File: config.mk
export PLATFORM = sky130hd
export DESIGN_NAME = stepper_phase_sequencer
export DESIGN_NICKNAME = d
export VERILOG_FILES = /design/src/hdl/stepper_pkg.sv /design/src/hdl/pin_sync.sv /design/src/hdl/stepper_phase_sequencer.sv
export SDC_FILE = /design/constraint.sdc
export NUM_CORES = 1
export LEC_CHECK = 0
export ABC_CLOCK_PERIOD_IN_PS = 2400
export BUFFER_PORTS_ARGS = -buffer_cell sky130_fd_sc_hd__buf_2
export CAP_MARGIN = 15
export CORE_UTILIZATION = 48
export CTS_BUF_LIST = sky130_fd_sc_hd__clkbuf_4 sky130_fd_sc_hd__clkbuf_8
export DETAILED_ROUTE_END_ITERATION = 7
export PLACE_DENSITY = 0.79
export RECOVER_POWER = 50
export SYNTH_ARGS = -nofsm -noshare
export SYNTH_HDL_FRONTEND = slang
export SYNTH_SLANG_ARGS = --single-unit
export TNS_END_PERCENT = 30
File: constraint.sdc
create_clock -name clk -period 2.4 [get_ports clk]
set_input_delay 0.24 -clock clk [delete_from_list [all_inputs] [get_ports clk]]
set_output_delay 0.24 -clock clk [all_outputs]
set_load 0.02 [all_outputs]
File: src/hdl/stepper_pkg.sv
package stepper_pkg;

	// Register byte offsets on the bus
	localparam logic [7:0] CONTROL_OFFSET = 8'h00;
	localparam logic [7:0] STATUS_OFFSET = 8'h04;
	localparam logic [7:0] STEP_COUNT_OFFSET = 8'h08;

	// Control register fields
	localparam int CONTROL_RUN_BIT = 0;
	localparam logic CONTROL_RUN_RESET = 1'b1;

	// Status register fields
	localparam int STATUS_POS_LSB = 0;
	localparam int STATUS_FAULT_BIT = 3;
	localparam int STATUS_DRIVE_LSB = 4;
	localparam int STATUS_OC_BIT = 8;
	localparam int STATUS_OT_BIT = 9;
	localparam int STATUS_EXC_BIT = 10;
	localparam int STATUS_EDGE_BIT = 11;
	localparam int STATUS_DIR_BIT = 12;
	localparam int STATUS_EN_BIT = 13;

	// Synchronised input bit positions
	localparam int SYNC_WIDTH = 8;
	localparam int IN_STEP_CLOCK = 0;
	localparam int IN_EXCITATION = 1;
	localparam int IN_EDGE = 2;
	localparam int IN_DIRECTION = 3;
	localparam int IN_ENABLE = 4;
	localparam int IN_SYS_RESET_N = 5;
	localparam int IN_OVERCURRENT = 6;
	localparam int IN_OVERHEAT = 7;

	// Sequence position after reset: phase A with second-phase complement
	localparam logic [2:0] POS_INITIAL = 3'h0;

	// Controller-side timing, kept for reference by the environment
	localparam int CLK_PERIOD_PS = 5000;
	localparam int MODE_GUARD_PS = 5000000;
	localparam int MODE_GUARD_CYCLES = (MODE_GUARD_PS + CLK_PERIOD_PS - 1) / CLK_PERIOD_PS;
	localparam int DIR_GUARD_PS = 6250000;
	localparam int DIR_GUARD_CYCLES = (DIR_GUARD_PS + CLK_PERIOD_PS - 1) / CLK_PERIOD_PS;
	localparam int RESET_TO_CLOCK_PS = 10000000;
	localparam int RESET_TO_CLOCK_CYCLES = (RESET_TO_CLOCK_PS + CLK_PERIOD_PS - 1) / CLK_PERIOD_PS;

	typedef struct packed {
		logic [2:0] pos;
		logic [3:0] drive;
		logic fault;
		logic oc_seen;
		logic ot_seen;
		logic clk_prev;
		logic run;
		logic [15:0] steps;
		logic ack;
		logic [31:0] rdata;
	} seq_s;

	localparam seq_s SEQ_RESET = '{
		pos: POS_INITIAL,
		drive: 4'h0,
		fault: 1'b0,
		oc_seen: 1'b0,
		ot_seen: 1'b0,
		clk_prev: 1'b0,
		run: CONTROL_RUN_RESET,
		steps: 16'h0000,
		ack: 1'b0,
		rdata: 32'h0000_0000
	};

	typedef struct packed {
		logic [SYNC_WIDTH-1:0] stage1;
		logic [SYNC_WIDTH-1:0] stage2;
	} sync_s;

endpackage

File: src/hdl/pin_sync.sv
`timescale 1ns/1ps
module pin_sync (
	input wire logic clk, // 200 MHz clock
	input wire logic rst_n, // Async reset, active low
	input wire logic ce, // Clock enable
	input wire logic [stepper_pkg::SYNC_WIDTH-1:0] pins, // Raw pin levels
	output logic [stepper_pkg::SYNC_WIDTH-1:0] synced // Two-stage synchronised levels
);

	stepper_pkg::sync_s q;
	stepper_pkg::sync_s d;

	always_comb begin
		d = q;
		d.stage1 = pins;
		d.stage2 = q.stage1;
	end

	always_ff @(posedge clk or negedge rst_n) begin
		if (!rst_n) begin
			q <= '0;
		end else if (ce) begin
			q <= d;
		end
	end

	assign synced = q.stage2;

endmodule

File: src/hdl/stepper_phase_sequencer.sv
`timescale 1ns/1ps
// Overview of operation
// - Edge-select high: one step per step-clock rising edge, falling edges ignored.
// - Edge-select low: one step on every rising and every falling edge.
// - Excitation-select low gives full-step, high gives half-step excitation.
// - Direction low steps forward, high steps in reverse order.
// - Sequencer held in reset while system reset input is low.
// - On reset release pattern starts at phase A plus second-phase complement.
// - Enable low forces all four drive outputs off.
// - Enable low freezes sequencing; system reset and fault latching still act.
// - Open-drain fault output pulled low on overcurrent or overheat.
// - Faults latch outputs off until power-on or system reset pulse.
module stepper_phase_sequencer (
	input wire logic clk, // 200 MHz clock
	input wire logic rst_n, // Power-on reset, async, active low
	input wire logic ce, // Clock enable, freezes all state when low
	input wire logic step_clock_in, // Step clock pin
	input wire logic excitation_select, // Low full-step, high half-step
	input wire logic edge_select, // High rising only, low both edges
	input wire logic direction_in, // Low forward, high reverse
	input wire logic enable_in, // Drive enable, active high
	input wire logic system_reset_n, // System reset pin, active low
	input wire logic overcurrent_det, // Overcurrent detector level
	input wire logic overheat_det, // Overheat detector level
	output logic phase_a_out, // Phase A drive
	output logic first_phase_complement_out, // Phase A complement drive
	output logic phase_b_out, // Phase B drive
	output logic second_phase_complement_out, // Phase B complement drive
	output logic fault_pin_out, // Open-drain fault data, always low
	output logic fault_pin_oe_n, // Low while fault pulls the pin low
	input wire logic wb_cyc_i, // Wishbone cycle
	input wire logic wb_stb_i, // Wishbone strobe
	input wire logic wb_we_i, // Wishbone write enable
	input wire logic [7:0] wb_adr_i, // Wishbone byte address
	input wire logic [3:0] wb_sel_i, // Wishbone byte selects
	input wire logic [31:0] wb_dat_i, // Wishbone write data
	output logic [31:0] wb_dat_o, // Wishbone read data
	output logic wb_ack_o // Wishbone acknowledge
);

	logic [stepper_pkg::SYNC_WIDTH-1:0] raw;
	logic [stepper_pkg::SYNC_WIDTH-1:0] s;
	stepper_pkg::seq_s q;
	stepper_pkg::seq_s d;
	logic rise;
	logic fall;
	logic step_edge;
	logic [2:0] delta;
	logic bus_req;

	// Order A, A complement, B, B complement; pairs on even positions
	function automatic logic [3:0] phase_pattern(input logic [2:0] pos);
		logic [3:0] pat;
		pat = 4'h0;
		case (pos)
			3'h0: pat = 4'b1001;
			3'h1: pat = 4'b1000;
			3'h2: pat = 4'b1010;
			3'h3: pat = 4'b0010;
			3'h4: pat = 4'b0110;
			3'h5: pat = 4'b0100;
			3'h6: pat = 4'b0101;
			3'h7: pat = 4'b0001;
			default: pat = 4'h0;
		endcase
		return pat;
	endfunction

	// Wraps modulo eight, so a half step in reverse from position 0 lands on 7
	function automatic logic [2:0] next_pos(input logic [2:0] pos, input logic [2:0] delta_in, input logic reverse);
		logic [2:0] np;
		np = pos + delta_in;
		if (reverse) begin
			np = pos - delta_in;
		end
		return np;
	endfunction

	// Status snapshot; mode bits are the synchronised levels, not the raw pins
	function automatic logic [31:0] status_word(
		input stepper_pkg::seq_s st,
		input logic [stepper_pkg::SYNC_WIDTH-1:0] lv
	);
		logic [31:0] w;
		w = 32'h0000_0000;
		w[stepper_pkg::STATUS_POS_LSB +: 3] = st.pos;
		w[stepper_pkg::STATUS_FAULT_BIT] = st.fault;
		w[stepper_pkg::STATUS_DRIVE_LSB +: 4] = st.drive;
		w[stepper_pkg::STATUS_OC_BIT] = st.oc_seen;
		w[stepper_pkg::STATUS_OT_BIT] = st.ot_seen;
		w[stepper_pkg::STATUS_EXC_BIT] = lv[stepper_pkg::IN_EXCITATION];
		w[stepper_pkg::STATUS_EDGE_BIT] = lv[stepper_pkg::IN_EDGE];
		w[stepper_pkg::STATUS_DIR_BIT] = lv[stepper_pkg::IN_DIRECTION];
		w[stepper_pkg::STATUS_EN_BIT] = lv[stepper_pkg::IN_ENABLE];
		return w;
	endfunction

	assign raw[stepper_pkg::IN_STEP_CLOCK] = step_clock_in;
	assign raw[stepper_pkg::IN_EXCITATION] = excitation_select;
	assign raw[stepper_pkg::IN_EDGE] = edge_select;
	assign raw[stepper_pkg::IN_DIRECTION] = direction_in;
	assign raw[stepper_pkg::IN_ENABLE] = enable_in;
	assign raw[stepper_pkg::IN_SYS_RESET_N] = system_reset_n;
	assign raw[stepper_pkg::IN_OVERCURRENT] = overcurrent_det;
	assign raw[stepper_pkg::IN_OVERHEAT] = overheat_det;

	pin_sync u_sync (
		.clk(clk),
		.rst_n(rst_n),
		.ce(ce),
		.pins(raw),
		.synced(s)
	);

	assign rise = s[stepper_pkg::IN_STEP_CLOCK] & ~q.clk_prev;
	assign fall = ~s[stepper_pkg::IN_STEP_CLOCK] & q.clk_prev;
	assign step_edge = rise | (~s[stepper_pkg::IN_EDGE] & fall);

	// Full-step from an odd (single-phase) state lands on the next pair
	always_comb begin
		if (!s[stepper_pkg::IN_EXCITATION] && !q.pos[0]) begin
			delta = 3'h2;
		end else begin
			delta = 3'h1;
		end
	end

	assign bus_req = wb_cyc_i & wb_stb_i & ~q.ack;

	always_comb begin
		d = q;
		d.ack = 1'b0;
		if (!s[stepper_pkg::IN_SYS_RESET_N]) begin
			// Edge tracker follows the pin so release gives no false step
			d.pos = stepper_pkg::POS_INITIAL;
			d.fault = 1'b0;
			d.clk_prev = s[stepper_pkg::IN_STEP_CLOCK];
		end else begin
			if (s[stepper_pkg::IN_OVERCURRENT] || s[stepper_pkg::IN_OVERHEAT]) begin
				d.fault = 1'b1;
			end
			if (s[stepper_pkg::IN_ENABLE]) begin
				d.clk_prev = s[stepper_pkg::IN_STEP_CLOCK];
				if (step_edge && !q.fault) begin
					d.pos = next_pos(q.pos, delta, s[stepper_pkg::IN_DIRECTION]);
					d.steps = q.steps + 16'h0001;
				end
			end
		end
		if (s[stepper_pkg::IN_OVERCURRENT]) begin
			d.oc_seen = 1'b1;
		end
		if (s[stepper_pkg::IN_OVERHEAT]) begin
			d.ot_seen = 1'b1;
		end
		// Position is kept while disabled, only the drive is cut
		if (s[stepper_pkg::IN_ENABLE] && q.run && !d.fault) begin
			d.drive = phase_pattern(d.pos);
		end else begin
			d.drive = 4'h0;
		end
		if (bus_req) begin
			d.ack = 1'b1;
			d.rdata = 32'h0000_0000;
			if (wb_adr_i == stepper_pkg::CONTROL_OFFSET) begin
				d.rdata[stepper_pkg::CONTROL_RUN_BIT] = q.run;
				if (wb_we_i && wb_sel_i[0]) begin
					d.run = wb_dat_i[stepper_pkg::CONTROL_RUN_BIT];
				end
			end else if (wb_adr_i == stepper_pkg::STATUS_OFFSET) begin
				d.rdata = status_word(q, s);
				// Write-one clears the sticky detector history; a new event wins
				if (wb_we_i && wb_sel_i[1]) begin
					if (wb_dat_i[stepper_pkg::STATUS_OC_BIT] && !s[stepper_pkg::IN_OVERCURRENT]) begin
						d.oc_seen = 1'b0;
					end
					if (wb_dat_i[stepper_pkg::STATUS_OT_BIT] && !s[stepper_pkg::IN_OVERHEAT]) begin
						d.ot_seen = 1'b0;
					end
				end
			end else if (wb_adr_i == stepper_pkg::STEP_COUNT_OFFSET) begin
				d.rdata[15:0] = q.steps;
			end
		end
	end

	always_ff @(posedge clk or negedge rst_n) begin
		if (!rst_n) begin
			q <= stepper_pkg::SEQ_RESET;
		end else if (ce) begin
			q <= d;
		end
	end

	assign phase_a_out = q.drive[3];
	assign first_phase_complement_out = q.drive[2];
	assign phase_b_out = q.drive[1];
	assign second_phase_complement_out = q.drive[0];
	assign fault_pin_out = 1'b0;
	assign fault_pin_oe_n = ~q.fault;
	assign wb_dat_o = q.rdata;
	assign wb_ack_o = q.ack;

endmodule

-- Word-level counts from Yosys, hierarchy flattened
Memories as Yosys holds them, arrays and structs flattened.
Index checks and enable logic that the tools add are counted.
- muxes and demuxes: 23
- $add $sub $neg: 3
- equal/unequal tests: 3
- bitwise operators: 11
- reductions and logical operators: 20
- operators with widths (operator ; number):
    two-way mux 33 bit ; 1
    two-way mux 16 bit ; 2
    adder 16 x 1 -> 16 bit, second input constant ; 1
    two-way mux 15 bit ; 1
    two-way mux 3 bit ; 4
    two-way mux 2 bit ; 5
    two-way mux 1 bit ; 9
    equality test 8 x 3 -> 1 bit, second input constant ; 1
    equality test 8 x 4 -> 1 bit, second input constant ; 1
    logical AND 1 bit ; 8
    logical NOT 8 bit ; 1
    AND reduction 4 bit ; 2
    logical NOT 1 bit ; 6
    AND 1 bit ; 5
    NOT 1 bit ; 5
    two-way mux 4 bit ; 1
    AND reduction 2 bit ; 2
    adder 3 bit ; 1
    subtractor 3 bit ; 1
    inequality test 2 bit, second input constant ; 1
    logical OR 1 bit ; 1
    bitwise OR 1 bit ; 1
- memory bits (read-only): 32
- bits in registers: 77
- logic and storage cells: 73
- output and inout bits: 39
- memories kept: 1
- input bits: 58
- memory list (name ; depth ; bits a word ; rd ports ; clocked after Yosys merged registers in ; wr ports ; RTL line ; RTL):
    (no name shown) ; 8 ; 4 ; 1 ; 0 ; 0 ; stepper_phase_sequencer.sv:55 ; case (pos)

-- Depth between registers and ports, before layout
An unclocked memory read counts as a cell.
- depth in word-level cells: 10
- gate-level depth with buffers: 9
- mapped depth without buffers: 9

-- Hierarchy
A second synthesis with hierarchy kept.
- cell total of the unflattened synthesis: 273
- area, all modules: 3116.7 µm²
- modules (own cells, without submodules) (module ; times used ; seq. area each (µm²) ; area each (µm²) ; cells an instance):
    stepper_phase_sequencer ; 1 ; 1127.3 ; 2467.4 ; 239
    pin_sync ; 1 ; 400.4 ; 649.4 ; 34

-- Worst setup path after synthesis
OpenSTA, ideal clock, no wires.
- path kind: reg-to-reg
- start point: register q[58] (netlist bit)
- end point: register q (netlist bit phase_b_out)
- data required time: 2.267 ns
- period minus slack after synthesis: 2.442 ns
- path buffers: 0
- setup slack: -0.042 ns
- setup time: 0.133 ns
- arrival time: 2.309 ns
- cell stages (with the launch flop): 9
- cell sequence: dfrtp_1 > or2_2 > and2_1 > fa_1 > xnor2_1 > a211oi_1 > mux2i_1 > mux2i_1 > o22ai_1
- word-level cells in the longest chain between the ends: 10
- elaborated cells on any way between the ends: 11
- those cells by class: add/sub (2); mux (6); reduce/logical (2); memory (1)
- ends and longest elaborated chain (element ; RTL line ; RTL):
    start, declared ; stepper_phase_sequencer.sv:43 ; stepper_pkg::seq_s q;
    start signal, assigned ; stepper_phase_sequencer.sv:189 ; q <= stepper_pkg::SEQ_RESET;
    logical NOT 1 bit ; stepper_phase_sequencer.sv:121 ; if (!s[stepper_pkg::IN_EXCITATION] && !q.pos[0]) begin
    logical AND 1 bit ; stepper_phase_sequencer.sv:121 ;
    two-way mux 2 bit ; stepper_phase_sequencer.sv:121 ;
    adder 3 bit or subtractor 3 bit (tied branches) ; stepper_phase_sequencer.sv:72, stepper_phase_sequencer.sv:74 ;
    two-way mux 3 bit ; stepper_phase_sequencer.sv:73 ; if (reverse) begin
    two-way mux 3 bit ; stepper_phase_sequencer.sv:144 ; if (step_edge && !q.fault) begin
    two-way mux 3 bit * ; stepper_phase_sequencer.sv:142 ; if (s[stepper_pkg::IN_ENABLE]) begin
    two-way mux 3 bit * ; stepper_phase_sequencer.sv:133 ; if (!s[stepper_pkg::IN_SYS_RESET_N]) begin
    memory read (8 x 4 bit) * ; - ;
    two-way mux 4 bit * ; stepper_phase_sequencer.sv:157 ; if (s[stepper_pkg::IN_ENABLE] && q.run && !d.fault) begin
Every way passes the cells marked *; elsewhere a longest branch is shown, timed or not.
A chain may end at the register's enable or synchronous reset.

-- Worst setup path in the final report
Same ends and word-level chain as after synthesis.

==> results.yml <==
outcome:
  status: "finished, final reports clean"
grt:
  grt_util_all_layers: 0.213
  antenna_found_initial: 0
  grt_pass1_wl_mm: 10.3
  grt_pass1_vias: 2094
  grt_max_degree: 24
  overflow: 0
power:
  max-vdd-ir-drop_mv: 0.552
  seqPwrFrac: 0.432
  netSwitchingFraction: 0.252
  power_density_nw_per_um2: 778
  power_switching_mw: 0.699
  comb_power_share: 0.146
  report.power.total_mw: 2.77
  leakagePower_nw: 1.70
  clkPwrFrac: 0.423
  p_int_mw: 2.07
floorplanning:
  initial_core_util: 0.506
  rows: 28
  die_y_um: 81.5
  dieArea_um2: 6630
  ios: 97
  coreArea_um2: 5990
  die_w_um: 81.5
placed_design:
  io_buffers: 48
  place_congestion: 0.838
  dp_cells: 379
  dpl.hpwl_mm: 4.64
drt:
  ant_nets: 0
  drc: 0
  drtIter0Drc: 138
  num_vias: 2171
  routed_wl_mm: 6.40
  post_drt_wl_per_cell_um: 16.0
  viasPerCell: 5.43
  drt_pass1_iterations: 4
synthesis:
  yosysUniqueCellTypes: 41
  synth_seq_cells: 61
  synthCells: 267
  synth_area_leader_cell: "dfrtp_1"
  synth.area.top_cells: "dfrtp_1 (50%), buf_4 (8.2%), mux2_2 (7.1%)"
  syn_area_per_cell_um2: 11.3
  syn-cell-area_um2: 3030
  yosysWarningCount: 0
  synth_top_area_frac: 0.495
  yosysSeqAreaShare: 0.504
run:
  maxCapViolations: 0
clock_network:
  cts_root_buf: "clkbuf_8"
  worstSkewPairLatency_ps: 340
  cts-buffers-inserted: 9
  cts.path.max_buffers: 2
  clkTransAtPathRegs_ps: 70
  cts_sinks: 61
  cts_tree: "yes"
  htreeDepth: 3
layout:
  final_nets: 381
  final_cell_mix: "dfrtp_1 (60), buf_2 (31), nand2_1 (20)"
  layout_commonest_cell: "dfrtp_1"
  layout-area-overhead-vs-synth_pct: 17.5
  drive_gt1_frac: 0.302
  final_cells: 400
  n_antenna_cell: 0
  final.fill_count: 508
worst_setup_path:
  required_ps: 2620
  arrival_ps: 2590
  crit_fanout: 4
  crit_path_end_kind: "flip-flop"
  critPathKind: "reg2reg"
  crit_path_start_kind: "flip-flop"
hold_path:
  hp-class: "in2reg"
timing:
  final-hold-violation-count: 0
  period_needed_ps: 2380
  drv_slew: 0
  tightest_slew_ps: 1180
  slew_headroom: 0.214
  timing.final.crit_share: 0.991
  setup_viol: 0
  skew_ps: 6.38
  max_freq_ghz: 0.421
  rsz0062_at_grt: "true"
-- worst paths after layout --
path,start,to,slack [ps],depth (start not counted)
worst min-delay path,overheat_det,u_sync.d[7],120,2
worst max-delay path,q[58],phase_b_out,20,9
min in group asynchronous,rst_n,u_sync.synced[7],650,2
worst max register to register,q[58],phase_b_out,20,9
max in group asynchronous,rst_n,wb_dat_o[4],670,3
worst min register to register,q[48],q[48],470,1
-- critical path, stage by stage, from the launching register on --
cell	delay [ps]
dfrtp_1	420
or2_4	270
and2_4	140
fa_2	350
xnor2_2	150
a211oi_2	250
mux2i_2	240
buf_4	170
mux2i_1	190
o22ai_1	90
-- cell families after synthesis --
group,Yosys count,share of synthesized area
compound gates,43,0.120
xor+xnor,16,0.0462
fa+ha+maj,3,0.0149
buf+inv,57,0.114
flops,61,0.504
mux,25,0.0904
other cells,1,0.00124
simple gates,61,0.109
-- Yosys cell counts --
library cell and number:
nand4_1 12, a222oi_1 7, xor2_1 7, ha_1 2, mux2_2 19, nand4_4 1, dfstp_2 1, xnor2_1 9
a2111oi_4 1, nor4b_2 1, clkbuf_1 3, dfrtp_1 60, nor3_1 1, or3b_1 1, nor2b_1 2, conb_1 1
a211o_1 1, o31ai_1 7, a21oi_1 1, o311ai_0 1, fa_1 1, a2111oi_2 1, and2_1 1, a211oi_1 2
nor2_1 13, a2111o_1 1, buf_6 1, buf_4 33, a22o_1 7, mux2i_1 6, o22ai_1 3, nand2_1 20
or2_2 1, o21ai_0 5, and3_1 3, a22oi_1 6, nand2b_1 3, inv_1 17, nor3b_2 1, buf_1 3
nor4_1 1
-- metrics by stage --
stage          utilization  cell area, um^2  hold slack, ps  setup slack (ps)  TNS [ps]
2_1_floorplan            -             3100           -55.6              38.0         0
3_3_place_gp         0.542             3250             218             -94.2      -219
3_5_place_dp         0.542             3250             232              -110      -224
4_1_cts              0.590             3540             113              4.07         0
5_1_grt              0.595             3560             120             -55.2      -103
6_report             0.595             3560             124              22.3         0
-- final cells by class --
type                       count  area, um^2  area share
sequential                    61        1530       0.429
multi-input combinational    165        1250       0.352
timing repair buffer          66         358       0.100
clock buffer                  13         173      0.0485
tap                           75        93.8      0.0263
clock inverter                 3        90.1      0.0253
inverter                      17        66.3      0.0186
-- power by group through the flow --
stage | Combinational (mW) | Sequential [mW] | Clock, mW
2_1_floorplan | 0.272 | 1.18 | 0
5_1_grt | 0.448 | 1.21 | 1.22
3_5_place_dp | 0.365 | 1.21 | 0
3_3_place_gp | 0.355 | 1.21 | 0
4_1_cts | 0.374 | 1.19 | 1.19
6_report | 0.404 | 1.20 | 1.17
-- routing by layer --
layer | track usage | vias to the layer above | part of all wire
li1 | - | 1013 | -
met1 | 0.275 | 1057 | 0.43
met2 | 0.337 | 92 | 0.49
met3 | 0.0678 | 9 | 0.070
met4 | 0.0750 | 0 | 0.015
met5 | 0 | - | 0
-- sequential cells by signal, summed over array words and instances (netlist names) --
signal	cells
q	24
phase_b_out	1
u_sync.d	8
first_phase_complement_out	1
wb_dat_o	16
phase_a_out	1
second_phase_complement_out	1
u_sync.synced	8
wb_ack_o	1
-- timing repair --
| item | in CTS | in global routing |
|---|---|---|
| hold endpoints to repair | 19 | 0 |
| hold buffers | 1 | 0 |
| setup endpoints to repair | 4 | 3 |
| resized for setup | 0 | 11 |
| pin swaps | 1 | 6 |
| setup buffers | 2 | 2 |
(Power assumes the default switching activity.)
